File: src/flash_cmd_pkg.sv
// constants for the serial flash command decoder
// assumes one system clock that oversamples the serial clock pin
package flash_cmd_pkg;
  // opcodes
  localparam logic [7:0] OP_WRITE_UNLOCK = 8'h06;
  localparam logic [7:0] OP_WRITE_LOCK = 8'h04;
  localparam logic [7:0] OP_STATUS_FETCH = 8'h05;
  localparam logic [7:0] OP_CONFIG_FETCH = 8'h15;
  localparam logic [7:0] OP_STATUS_CONFIG_WRITE = 8'h01;
  localparam logic [7:0] OP_QUAD_LANE_WRITE = 8'h38;
  localparam logic [7:0] OP_SMALL_AREA_WIPE = 8'h20;
  localparam logic [7:0] OP_HALF_BLOCK_WIPE = 8'h52;
  localparam logic [7:0] OP_WIDE_AREA_WIPE = 8'hD8;
  localparam logic [7:0] OP_WHOLE_ARRAY_WIPE_A = 8'h60;
  localparam logic [7:0] OP_WHOLE_ARRAY_WIPE_B = 8'hC7;
  localparam logic [7:0] OP_SINGLE_LANE_WRITE = 8'h02;
  localparam logic [7:0] OP_LOW_POWER_ENTRY = 8'hB9;
  localparam logic [7:0] OP_LOW_POWER_EXIT = 8'hAB;
  localparam logic [7:0] OP_PAUSE_A = 8'h75;
  localparam logic [7:0] OP_PAUSE_B = 8'hB0;
  localparam logic [7:0] OP_CONTINUE_A = 8'h7A;
  localparam logic [7:0] OP_CONTINUE_B = 8'h30;
  localparam logic [7:0] OP_JEDEC_ID = 8'h9F;
  localparam logic [7:0] OP_MAKER_PART_ID = 8'h90;
  localparam logic [7:0] OP_OTP_WINDOW_ENTRY = 8'hB1;
  // field layout
  localparam int STATUS_UNLOCK_BIT = 1;
  localparam int ADDR_BYTES = 3;
  localparam int DUMMY_BYTES_ELECTRONIC = 3;
  localparam int DUMMY_BYTES_MAKER = 2;
  localparam logic [7:0] STATUS_RESET = 8'h00;
  localparam logic [7:0] CONFIG_RESET = 8'h00;
  localparam logic [7:0] BYTE_ZERO = 8'h00;
  // timing
  localparam int SYS_CLK_MHZ = 250;
  localparam int SYNC_STAGES = 3;
  // decoder phases
  typedef enum logic [2:0] {
    PH_OPCODE, PH_ADDR, PH_DUMMY, PH_WDATA, PH_RDATA, PH_IGNORE
  } phase_type;
  // command classes
  typedef enum logic [3:0] {
    K_NONE, K_UNLOCK, K_LOCK, K_STAT_RD, K_CFG_RD, K_REG_WR, K_PROG1, K_PROG4,
    K_WIPE, K_PD_IN, K_PD_OUT, K_PAUSE, K_CONT, K_ID, K_OTP, K_EID
  } cmd_type;
endpackage

File: src/data_fifo.sv
// small synchronous fifo for program data toward the array engine
// assumes both sides on sys_clk
`timescale 1ns/10ps
module data_fifo #(
  parameter int WIDTH = 8,
  parameter int DEPTH = 32
) (
  // clock and reset
  input wire logic sys_clk,
  input wire logic arst_n,
  // fill side
  input wire logic in_valid,
  input wire logic [WIDTH-1:0] in_data,
  output logic in_ready,
  // drain side
  output logic out_valid,
  output logic [WIDTH-1:0] out_data,
  input wire logic out_ready,
  // flush at frame start
  input wire logic flush
);
  localparam int AW = $clog2(DEPTH);
  initial begin
    if (DEPTH < 2 || (1 << AW) != DEPTH) $error("depth must be a power of two");
  end
  logic [WIDTH-1:0] mem [DEPTH];
  logic [AW:0] wp_q, rp_q;
  wire push = in_valid && in_ready;
  wire pop = out_valid && out_ready;
  // honest full and empty from pointer compare
  assign in_ready = !((wp_q[AW] != rp_q[AW]) && (wp_q[AW-1:0] == rp_q[AW-1:0]));
  assign out_valid = wp_q != rp_q;
  assign out_data = mem[rp_q[AW-1:0]];
  // pointers
  always_ff @(posedge sys_clk or negedge arst_n) begin
    if (!arst_n) begin
      wp_q <= '0;
      rp_q <= '0;
    end else if (flush) begin
      wp_q <= '0;
      rp_q <= '0;
    end else begin
      if (push) wp_q <= wp_q + 1'b1;
      if (pop) rp_q <= rp_q + 1'b1;
    end
  end
  // storage
  always_ff @(posedge sys_clk) begin
    if (push) mem[wp_q[AW-1:0]] <= in_data;
  end
endmodule // data_fifo

File: src/serial_flash_command_decoder.sv
// serial flash opcode decoder for the non-read command set
// assumes pins from the host spi master, oversampled on sys_clk
// Notes on behaviour
// - 06 sets, 04 clears the unlock flag
// - 05 shifts out status register
// - 15 shifts out configuration register
// - 38 takes address, then quad-lane data
// - 52, D8 block wipes; 60/C7 whole array
// - 75/B0 pause, 7A/30 continue operation
// - B9 power down, AB exit, id after dummies
// - 90, two dummies, address, then two ids
// - B1 enters secured otp window mode
// - write commands other than 01 need byte-aligned chip select rise; 01 loads its registers per byte
// - program and erase need unlock flag set
// - sample on rising clock, shift on falling
`timescale 1ns/10ps
module serial_flash_command_decoder #(
  parameter logic [7:0] MAKER_ID = 8'h5A, // arbitrary value
  parameter logic [7:0] DEVICE_ID = 8'h3C, // arbitrary value
  parameter int FIFO_DEPTH = 32
) (
  // clock and reset
  input wire logic sys_clk,
  input wire logic arst_n,
  // spi pins
  input wire logic chip_select_n,
  input wire logic serial_clk,
  input wire logic [3:0] sio_in,
  output logic [3:0] sio_out,
  output logic [3:0] sio_oe_n,
  // engine status inputs
  input wire logic engine_busy,
  input wire logic status_busy_bit,
  // command strobes toward the engines
  output logic unlock_clear_done,
  output logic prog_start,
  output logic prog_quad,
  output logic wipe_start,
  output logic [1:0] wipe_size,
  output logic [23:0] cmd_addr,
  output logic pause_strobe,
  output logic continue_strobe,
  output logic power_down,
  output logic otp_window,
  output logic [7:0] status_q_out,
  output logic [7:0] config_q_out,
  output logic write_unlock_flag,
  // program data stream
  output logic pd_valid,
  output logic [7:0] pd_data,
  input wire logic pd_ready,
  output logic pd_overflow
);
  initial begin
    if (FIFO_DEPTH < 2) $error("fifo depth too small");
  end
  // three-stage synchronisers for the pins
  logic [2:0] cs_s, sck_s;
  logic [3:0] d1_q, d2_q, d3_q;
  always_ff @(posedge sys_clk or negedge arst_n) begin
    if (!arst_n) begin
      cs_s <= 3'h7;
      sck_s <= 3'h0;
      d1_q <= 4'h0;
      d2_q <= 4'h0;
      d3_q <= 4'h0;
    end else begin
      cs_s <= {cs_s[1:0], chip_select_n};
      sck_s <= {sck_s[1:0], serial_clk};
      d1_q <= sio_in;
      d2_q <= d1_q;
      d3_q <= d2_q;
    end
  end
  // stable levels where second and third stages agree
  logic cs_lvl_q, sck_lvl_q;
  always_ff @(posedge sys_clk or negedge arst_n) begin
    if (!arst_n) begin
      cs_lvl_q <= 1'b1;
      sck_lvl_q <= 1'b0;
    end else begin
      if (cs_s[1] == cs_s[2]) cs_lvl_q <= cs_s[2];
      if (sck_s[1] == sck_s[2]) sck_lvl_q <= sck_s[2];
    end
  end
  wire cs_new = (cs_s[1] == cs_s[2]) ? cs_s[2] : cs_lvl_q;
  wire sck_new = (sck_s[1] == sck_s[2]) ? sck_s[2] : sck_lvl_q;
  wire cs_fall = cs_lvl_q && !cs_new;
  wire cs_rise = !cs_lvl_q && cs_new;
  wire active = !cs_lvl_q;
  wire sck_rise = active && !sck_lvl_q && sck_new;
  wire sck_fall = active && sck_lvl_q && !sck_new;
  // opcode classification
  function automatic flash_cmd_pkg::cmd_type classify(input logic [7:0] op);
    case (op)
      flash_cmd_pkg::OP_WRITE_UNLOCK: classify = flash_cmd_pkg::K_UNLOCK;
      flash_cmd_pkg::OP_WRITE_LOCK: classify = flash_cmd_pkg::K_LOCK;
      flash_cmd_pkg::OP_STATUS_FETCH: classify = flash_cmd_pkg::K_STAT_RD;
      flash_cmd_pkg::OP_CONFIG_FETCH: classify = flash_cmd_pkg::K_CFG_RD;
      flash_cmd_pkg::OP_STATUS_CONFIG_WRITE: classify = flash_cmd_pkg::K_REG_WR;
      flash_cmd_pkg::OP_QUAD_LANE_WRITE: classify = flash_cmd_pkg::K_PROG4;
      flash_cmd_pkg::OP_SINGLE_LANE_WRITE: classify = flash_cmd_pkg::K_PROG1;
      flash_cmd_pkg::OP_SMALL_AREA_WIPE,
      flash_cmd_pkg::OP_HALF_BLOCK_WIPE,
      flash_cmd_pkg::OP_WIDE_AREA_WIPE,
      flash_cmd_pkg::OP_WHOLE_ARRAY_WIPE_A,
      flash_cmd_pkg::OP_WHOLE_ARRAY_WIPE_B: classify = flash_cmd_pkg::K_WIPE;
      flash_cmd_pkg::OP_PAUSE_A, flash_cmd_pkg::OP_PAUSE_B: classify = flash_cmd_pkg::K_PAUSE;
      flash_cmd_pkg::OP_CONTINUE_A,
      flash_cmd_pkg::OP_CONTINUE_B: classify = flash_cmd_pkg::K_CONT;
      flash_cmd_pkg::OP_LOW_POWER_ENTRY: classify = flash_cmd_pkg::K_PD_IN;
      flash_cmd_pkg::OP_LOW_POWER_EXIT: classify = flash_cmd_pkg::K_PD_OUT;
      flash_cmd_pkg::OP_MAKER_PART_ID: classify = flash_cmd_pkg::K_ID;
      flash_cmd_pkg::OP_OTP_WINDOW_ENTRY: classify = flash_cmd_pkg::K_OTP;
      default: classify = flash_cmd_pkg::K_NONE;
    endcase
  endfunction
  // wipe size code: 0 sector, 1 half block, 2 block, 3 whole array
  function automatic logic [1:0] wipe_code(input logic [7:0] op);
    case (op)
      flash_cmd_pkg::OP_HALF_BLOCK_WIPE: wipe_code = 2'h1;
      flash_cmd_pkg::OP_WIDE_AREA_WIPE: wipe_code = 2'h2;
      flash_cmd_pkg::OP_WHOLE_ARRAY_WIPE_A, flash_cmd_pkg::OP_WHOLE_ARRAY_WIPE_B: wipe_code = 2'h3;
      default: wipe_code = 2'h0;
    endcase
  endfunction
  // shift state
  flash_cmd_pkg::phase_type ph_q;
  flash_cmd_pkg::cmd_type kind_q;
  logic [7:0] op_q, sh_q, out_q;
  logic [2:0] bit_q;
  logic [1:0] cnt_q;
  logic [23:0] addr_q;
  logic [7:0] status_q, config_q;
  logic unlock_q, pd_q, otp_q, out_en_q, rd_sel_q, wipe_whole_q;
  // bit assembly: quad data phase takes four lanes per rising edge
  wire quad_in = (ph_q == flash_cmd_pkg::PH_WDATA) && (kind_q == flash_cmd_pkg::K_PROG4);
  wire [7:0] sh_next = quad_in ? {sh_q[3:0], d3_q} : {sh_q[6:0], d3_q[0]};
  wire byte_done = sck_rise && (quad_in ? bit_q[0] : (bit_q == 3'h7));
  wire [2:0] bit_next = quad_in ? (bit_q + 3'h1) & 3'h1 : bit_q + 3'h1;
  wire flash_cmd_pkg::cmd_type op_kind = classify(sh_next);
  // during power down only exit is decoded
  wire flash_cmd_pkg::cmd_type eff_kind = (pd_q && op_kind != flash_cmd_pkg::K_PD_OUT)
                                          ? flash_cmd_pkg::K_NONE : op_kind;
  wire is_write_kind = kind_q inside {flash_cmd_pkg::K_UNLOCK, flash_cmd_pkg::K_LOCK,
      flash_cmd_pkg::K_REG_WR, flash_cmd_pkg::K_PROG1, flash_cmd_pkg::K_PROG4,
      flash_cmd_pkg::K_WIPE, flash_cmd_pkg::K_PAUSE, flash_cmd_pkg::K_CONT, flash_cmd_pkg::K_OTP};
  wire needs_unlock = kind_q inside {flash_cmd_pkg::K_PROG1, flash_cmd_pkg::K_PROG4,
      flash_cmd_pkg::K_WIPE, flash_cmd_pkg::K_REG_WR};
  wire aligned = (bit_q == 3'h0);
  wire whole_wipe = (kind_q == flash_cmd_pkg::K_WIPE) && (wipe_code(op_q) == 2'h3);
  // a frame is complete enough to execute at an aligned rise
  wire frame_ok = (ph_q == flash_cmd_pkg::PH_OPCODE && kind_q != flash_cmd_pkg::K_NONE
                   && !(kind_q inside {flash_cmd_pkg::K_REG_WR, flash_cmd_pkg::K_PROG1,
                   flash_cmd_pkg::K_PROG4}) && (kind_q != flash_cmd_pkg::K_WIPE || whole_wipe))
                  || (ph_q == flash_cmd_pkg::PH_WDATA && kind_q != flash_cmd_pkg::K_REG_WR)
                  || (kind_q == flash_cmd_pkg::K_REG_WR && ph_q == flash_cmd_pkg::PH_IGNORE)
                  || (kind_q == flash_cmd_pkg::K_WIPE && ph_q == flash_cmd_pkg::PH_IGNORE);
  logic seen_q;
  wire exec = cs_rise && seen_q && aligned && is_write_kind && frame_ok;
  wire unlock_ok = unlock_q || !needs_unlock;
  // fifo fill for program data
  wire fifo_ready;
  wire fifo_push = byte_done && (ph_q == flash_cmd_pkg::PH_WDATA) && unlock_q
                   && (kind_q == flash_cmd_pkg::K_PROG1 || kind_q == flash_cmd_pkg::K_PROG4);
  // phase and frame sequencing
  always_ff @(posedge sys_clk or negedge arst_n) begin
    if (!arst_n) begin
      ph_q <= flash_cmd_pkg::PH_OPCODE;
      kind_q <= flash_cmd_pkg::K_NONE;
      op_q <= flash_cmd_pkg::BYTE_ZERO;
      sh_q <= flash_cmd_pkg::BYTE_ZERO;
      bit_q <= 3'h0;
      cnt_q <= 2'h0;
      addr_q <= 24'h000000;
      seen_q <= 1'b0;
    end else if (cs_fall) begin
      ph_q <= flash_cmd_pkg::PH_OPCODE;
      kind_q <= flash_cmd_pkg::K_NONE;
      bit_q <= 3'h0;
      cnt_q <= 2'h0;
      seen_q <= 1'b0;
    end else if (sck_rise) begin
      sh_q <= sh_next;
      bit_q <= byte_done ? 3'h0 : bit_next;
      if (byte_done) begin
        seen_q <= 1'b1;
        case (ph_q)
          flash_cmd_pkg::PH_OPCODE: begin
            op_q <= sh_next;
            kind_q <= eff_kind;
            cnt_q <= 2'h0;
            case (eff_kind)
              flash_cmd_pkg::K_PROG1, flash_cmd_pkg::K_PROG4: ph_q <= flash_cmd_pkg::PH_ADDR;
              flash_cmd_pkg::K_WIPE: ph_q <= (wipe_code(sh_next) == 2'h3)
                  ? flash_cmd_pkg::PH_OPCODE : flash_cmd_pkg::PH_ADDR;
              flash_cmd_pkg::K_STAT_RD, flash_cmd_pkg::K_CFG_RD: ph_q <= flash_cmd_pkg::PH_RDATA;
              flash_cmd_pkg::K_PD_OUT, flash_cmd_pkg::K_ID: ph_q <= flash_cmd_pkg::PH_DUMMY;
              flash_cmd_pkg::K_REG_WR: ph_q <= flash_cmd_pkg::PH_WDATA;
              flash_cmd_pkg::K_NONE: ph_q <= flash_cmd_pkg::PH_IGNORE;
              default: ph_q <= flash_cmd_pkg::PH_OPCODE;
            endcase
          end
          flash_cmd_pkg::PH_ADDR: begin
            addr_q <= {addr_q[15:0], sh_next};
            cnt_q <= cnt_q + 2'h1;
            if (cnt_q == 2'(flash_cmd_pkg::ADDR_BYTES - 1)) begin
              ph_q <= (kind_q == flash_cmd_pkg::K_WIPE)
                  ? flash_cmd_pkg::PH_IGNORE : flash_cmd_pkg::PH_WDATA;
            end
          end
          flash_cmd_pkg::PH_DUMMY: begin
            addr_q <= {addr_q[15:0], sh_next};
            cnt_q <= cnt_q + 2'h1;
            if (cnt_q == 2'(flash_cmd_pkg::DUMMY_BYTES_ELECTRONIC - 1)) begin
              ph_q <= flash_cmd_pkg::PH_RDATA;
              if (kind_q == flash_cmd_pkg::K_PD_OUT) kind_q <= flash_cmd_pkg::K_EID;
            end
          end
          flash_cmd_pkg::PH_WDATA: begin
            cnt_q <= cnt_q + 2'h1;
            if (kind_q == flash_cmd_pkg::K_REG_WR && cnt_q == 2'h1) begin
              ph_q <= flash_cmd_pkg::PH_IGNORE;
            end
          end
          default: ph_q <= ph_q;
        endcase
      end
    end
  end
  // output byte select and falling-edge shifter
  wire [7:0] read_byte = (kind_q == flash_cmd_pkg::K_STAT_RD) ? status_q_out
                       : (kind_q == flash_cmd_pkg::K_CFG_RD) ? config_q
                       : (kind_q == flash_cmd_pkg::K_EID) ? DEVICE_ID
                       : (addr_q[0] ^ rd_sel_q) ? DEVICE_ID : MAKER_ID;
  wire load_out = byte_done && ((ph_q == flash_cmd_pkg::PH_OPCODE
                   && (eff_kind == flash_cmd_pkg::K_STAT_RD || eff_kind == flash_cmd_pkg::K_CFG_RD))
                   || (ph_q == flash_cmd_pkg::PH_DUMMY
                   && cnt_q == 2'(flash_cmd_pkg::DUMMY_BYTES_ELECTRONIC - 1))
                   || ph_q == flash_cmd_pkg::PH_RDATA);
  always_ff @(posedge sys_clk or negedge arst_n) begin
    if (!arst_n) begin
      out_q <= flash_cmd_pkg::BYTE_ZERO;
      out_en_q <= 1'b0;
      rd_sel_q <= 1'b0;
    end else if (cs_fall || cs_rise) begin
      out_en_q <= 1'b0;
      rd_sel_q <= 1'b0;
    end else if (load_out) begin
      out_en_q <= 1'b1;
      if (!out_en_q) out_q <= 8'hFF;
    end else if (sck_fall && out_en_q) begin
      if (bit_q == 3'h0) begin
        out_q <= read_byte;
        if (ph_q == flash_cmd_pkg::PH_RDATA) rd_sel_q <= !rd_sel_q;
      end else begin
        out_q <= {out_q[6:0], 1'b0};
      end
    end
  end
  assign sio_out = {3'h0, out_q[7]};
  assign sio_oe_n = {3'h7, !out_en_q};
  // register and mode state
  always_ff @(posedge sys_clk or negedge arst_n) begin
    if (!arst_n) begin
      unlock_q <= 1'b0;
      status_q <= flash_cmd_pkg::STATUS_RESET;
      config_q <= flash_cmd_pkg::CONFIG_RESET;
      pd_q <= 1'b0;
      otp_q <= 1'b0;
      wipe_whole_q <= 1'b0;
    end else begin
      if (byte_done && kind_q == flash_cmd_pkg::K_REG_WR && ph_q == flash_cmd_pkg::PH_WDATA
          && unlock_q) begin
        if (cnt_q == 2'h0) status_q <= sh_next;
        else config_q <= sh_next;
      end
      if (exec && kind_q == flash_cmd_pkg::K_UNLOCK) unlock_q <= 1'b1;
      else if (exec && (kind_q == flash_cmd_pkg::K_LOCK || (needs_unlock && unlock_ok)
               || kind_q == flash_cmd_pkg::K_PAUSE)) unlock_q <= 1'b0;
      if (cs_rise && aligned && kind_q == flash_cmd_pkg::K_PD_IN) pd_q <= 1'b1;
      if (byte_done && ph_q == flash_cmd_pkg::PH_OPCODE
          && eff_kind == flash_cmd_pkg::K_PD_OUT) pd_q <= 1'b0;
      if (exec && kind_q == flash_cmd_pkg::K_OTP) otp_q <= 1'b1;
      wipe_whole_q <= whole_wipe;
    end
  end
  // command strobes, one cycle each
  always_ff @(posedge sys_clk or negedge arst_n) begin
    if (!arst_n) begin
      prog_start <= 1'b0;
      prog_quad <= 1'b0;
      wipe_start <= 1'b0;
      wipe_size <= 2'h0;
      cmd_addr <= 24'h000000;
      pause_strobe <= 1'b0;
      continue_strobe <= 1'b0;
      unlock_clear_done <= 1'b0;
    end else begin
      prog_start <= exec && unlock_ok && (kind_q == flash_cmd_pkg::K_PROG1
                    || kind_q == flash_cmd_pkg::K_PROG4);
      prog_quad <= kind_q == flash_cmd_pkg::K_PROG4;
      wipe_start <= exec && unlock_ok && kind_q == flash_cmd_pkg::K_WIPE;
      wipe_size <= wipe_code(op_q);
      cmd_addr <= wipe_whole_q ? 24'h000000 : addr_q;
      pause_strobe <= exec && kind_q == flash_cmd_pkg::K_PAUSE && engine_busy;
      continue_strobe <= exec && kind_q == flash_cmd_pkg::K_CONT;
      unlock_clear_done <= exec && kind_q == flash_cmd_pkg::K_LOCK;
    end
  end
  // program data fifo toward the array engine
  data_fifo #(.WIDTH(8), .DEPTH(FIFO_DEPTH)) u_fifo (
    .sys_clk(sys_clk),
    .arst_n(arst_n),
    .in_valid(fifo_push),
    .in_data(sh_next),
    .in_ready(fifo_ready),
    .out_valid(pd_valid),
    .out_data(pd_data),
    .out_ready(pd_ready),
    .flush(cs_fall)
  );
  always_ff @(posedge sys_clk or negedge arst_n) begin
    if (!arst_n) pd_overflow <= 1'b0;
    else if (cs_fall) pd_overflow <= 1'b0;
    else if (fifo_push && !fifo_ready) pd_overflow <= 1'b1;
  end
  assign power_down = pd_q;
  assign otp_window = otp_q;
  assign status_q_out = {status_q[7:2], unlock_q, status_q[0] | status_busy_bit};
  assign config_q_out = config_q;
  assign write_unlock_flag = unlock_q;
endmodule // serial_flash_command_decoder

File: config.mk
export PLATFORM = sky130hd
export DESIGN_NAME = serial_flash_command_decoder
export DESIGN_NICKNAME = d
export VERILOG_FILES = /design/src/flash_cmd_pkg.sv /design/src/data_fifo.sv /design/src/serial_flash_command_decoder.sv
export SDC_FILE = /design/constraint.sdc
export NUM_CORES = 1
export LEC_CHECK = 0
export BUFFER_PORTS_ARGS = -buffer_cell sky130_fd_sc_hd__buf_2
export CORE_ASPECT_RATIO = 0.6
export CORE_UTILIZATION = 40
export CTS_CLUSTER_SIZE = 20
export DETAILED_ROUTE_END_ITERATION = 7
export SETUP_SLACK_MARGIN = 0.05
export SLEW_MARGIN = 25
export SYNTH_ARGS = -nofsm -noshare
export SYNTH_HDL_FRONTEND = slang
export SYNTH_HIERARCHICAL = 1
export SYNTH_SLANG_ARGS = --single-unit
File: constraint.sdc
create_clock -name sys_clk -period 3.2 [get_ports sys_clk]
set_clock_uncertainty 0.1 [all_clocks]
set_input_delay 0.64 -clock sys_clk [delete_from_list [all_inputs] [get_ports sys_clk]]
set_output_delay 0.64 -clock sys_clk [all_outputs]
set_load 0.1 [all_outputs]
==> impl_metrics.yaml <==
logic_synthesis:
  ys_ff_latch: 402
  synth_top_area_share_pct: 44.35
  yosysSeqAreaShare_pct: 65.45
  syn-cell-area_sq_um: 17340
  yosysMostFrequentCell: "edfxtp_1"
  syn-instance-count: 1162
  synth_warnings: 6
  synth_top_area_cell: "edfxtp_1"
  synthTopCellsByArea: "edfxtp_1 (44%), dfrtp_1 (20%), mux4_2 (10%)"
  syn_avg_cell_area_sq_um: 14.92
  yosys_most_used_dff: "edfxtp_1"
  ys_types: 99
  ys_top_cells_by_count: "edfxtp_1 (256), dfrtp_1 (142), nor2_1 (104), mux4_2 (80), nand2_1 (62)"
  synth_edf_count: 256
  async_reset_ff_share_pct: 36.32
clock_network:
  clock_latency_ns: 0.55
  clock-sinks: 402
  clkTransAtPathRegs_ns: 0.06
  clk_path_buf_depth: 3
  cts_root_buffer: "clkbuf_16"
  htree_levels: 2
  numCtsBuffers: 39
  cts_tree: "built"
worst_setup_path:
  crit_type: "flip-flop to output pin"
  end_kind: "output pin"
  cp_data_required_time_ns: 2.46
  cp_max_fo: 7
  arrival_ns: 2.86
  start_kind: "flip-flop"
drt:
  ant_nets: 0
  vias: 10730
  drc: 0
  firstDrtPassIters: 7
  viasPerCell: 5.565
  first_iter_violations: 1224
  drt_wl_total_microns: 43420
  wl_per_cell_microns: 22.52
sta:
  period_share_pct: 112.6
  timing.fmax_mhz: 277.6
  finalSetupViolCount: 8
  setup_slack_ns: -0.4026
  fin_hold_ws_ns: 0.1069
  drv_slew: 0
  period_minus_slack_ns: 3.603
  max_slew.worst_pin.slew_ns: 0.9265
  rsz0062_at_grt: "true"
  slew_headroom_pct: 37.85
  hold_violations: 0
pwr:
  power_density_nw_per_um2: 703.3
  p_leak_nw: 8.000
  report.power.total_mw: 14.60
  max-vdd-ir-drop_mv: 0.3846
final_layout:
  layout-drive-gt1-share_pct: 31.52
  fin_nets: 1354
  num_antenna_cells: 0
  fill_cells: 3570
  fin_area_sq_um: 20760
  area_growth_pct: 19.76
floorplanning:
  num_io_pins: 80
  dieArea_sq_um: 44200
  start_util_pct: 40.97
  die_y_microns: 163.3
  row_count: 58
  fp.coreArea_sq_um: 42310
  die_w_microns: 270.8
placed_design:
  io_buffer_count: 73
  placed_cell_area_sq_um: 19000
  hpwlAfterDp_microns: 29500
  gp_congestion: 0.8874
grt:
  grt_remaining_overflow: 0
  grtUsageTotal_pct: 19.76
  antenna_found_initial: 0
  grt_pass1_wl_microns: 65380
  first_global_vias: 10240
  grt_start_max_net_pins: 81
min_path:
  hold_class: "input pin to flip-flop"
flow_run:
  drv_cap: 0
outcome:
  status: "finished with violations"
  failed_checks: "setup timing"
## sequential cells by signal, indices dropped and copies added, names as in the netlist, 4 cells and up
signal        count
addr_q           24
cmd_addr         24
config_q_out      8
d1_q              4
d2_q              4
d3_q              4
kind_q            4
op_q              8
out_q             8
sh_q              7
status_q          7
u_fifo/mem      256
u_fifo/rp_q       6
u_fifo/wp_q       6
## per-stage QoR
step                instances  utilization, %  TNS [ns]  setup slack, ns
floorplan                1166               -         0           0.1176
global placement         1844           44.92         0          0.04765
detailed placement       1844           44.92         0          0.07402
CTS                      1923           48.65    -3.193          -0.4221
global route             1928           49.07    -3.517          -0.4581
finish                   1928           49.07    -2.982          -0.4026
## worst paths after layout
kind                                start      endpoint  slack, ns  cells after the start
hold reg to reg                   d1_q[0]       d2_q[0]       0.25                      0
min in group asynchronous          arst_n  cmd_addr[20]       0.47                      2
max in group asynchronous          arst_n       cs_s[1]       1.73                      3
setup reg to reg                  sh_q[2]      out_q[6]       0.16                     10
hold / removal                  sio_in[2]       d1_q[2]       0.11                      1
setup / recovery           u_fifo/rp_q[0]    pd_data[2]      -0.40                      7
## critical path, stage by stage (launching register included)
cell	delay [ns]
dfrtp_4	0.49
buf_6	0.13
buf_12	0.13
buf_16	0.14
mux4_2	0.45
mux4_2	0.49
mux2_4	0.30
buf_12	0.17
## kinds of logic after synthesis
logic type,after synthesis,share of synthesized area [%]
xor+xnor,19,0.9599
buf+inv,112,3.111
simple gates,342,10.61
fa+ha+maj,13,0.9383
mux,117,12.76
flops,402,65.45
compound gates,155,6.128
other cells,2,0.04332
## area by class of cell
type	count	area, sq um	share of cell area [%]
Timing Repair Buffer	208	1780	8.576
Clock buffer	52	1096	5.279
Inverter	27	101.3	0.4882
Tap cell	570	713.2	3.435
Multi-Input combinational cell	652	5582	26.88
Clock inverter	17	133.9	0.6448
Sequential cell	402	11350	54.69
## layout by cell type, fill, tap and decap left out, types with 6 or more instances in the layout
cell type / netlist / routed
nor2b_1: 35 / 35
mux2_2: 28 / 21
nand3_1: 19 / 19
buf_2: 23 / 63
buf_4: 14 / 113
mux4_2: 80 / 80
nor3_1: 20 / 20
nor3b_1: 8 / 6
edfxtp_1: 256 / 256
clkbuf_1: 40 / 7
nand2_1: 62 / 58
xor2_1: 9 / 9
mux2_4: 1 / 8
inv_1: 26 / 25
clkinv_1: 0 / 6
conb_1: 2 / 6
a211oi_1: 9 / 9
clkbuf_16: 0 / 43
o21ai_0: 36 / 36
buf_6: 5 / 7
nor2_1: 104 / 101
buf_12: 0 / 15
nand3b_1: 6 / 6
nand4_1: 11 / 11
or3_1: 8 / 8
dfrtp_1: 142 / 137
ha_1: 13 / 13
a21oi_1: 44 / 44
xnor2_1: 10 / 10
nand2b_1: 10 / 10
mux2i_1: 8 / 7
## routing by layer
layer,wire length [microns],track usage (%),vias to the layer above
met3,3559,4.205,47
met4,778,4.314,0
met2,17110,25.36,397
met5,0,0,-
met1,21970,33.09,5560
li1,-,-,4726
## power by group
group	total, mW	leakage, nW	internal [mW]	switching, mW
logic	4.01	3.16	1.72	2.29
registers	6.13	4.24	6.02	0.108
clock network	4.46	0.601	2.50	1.96
total	14.6	8.00	10.2	4.36
## repair_timing
| action | CTS | global route |
|---|---|---|
| resized for setup | 48 | 24 |
| pin swaps | 0 | 5 |
| endpoints found under the hold margin | 37 | 0 |
| hold buffers | 1 | 0 |
| buffers inserted | 5 | 2 |
| cloned | 4 | 3 |
| endpoints found under the setup margin | 9 | 213 |
(Power assumes the default switching activity.)
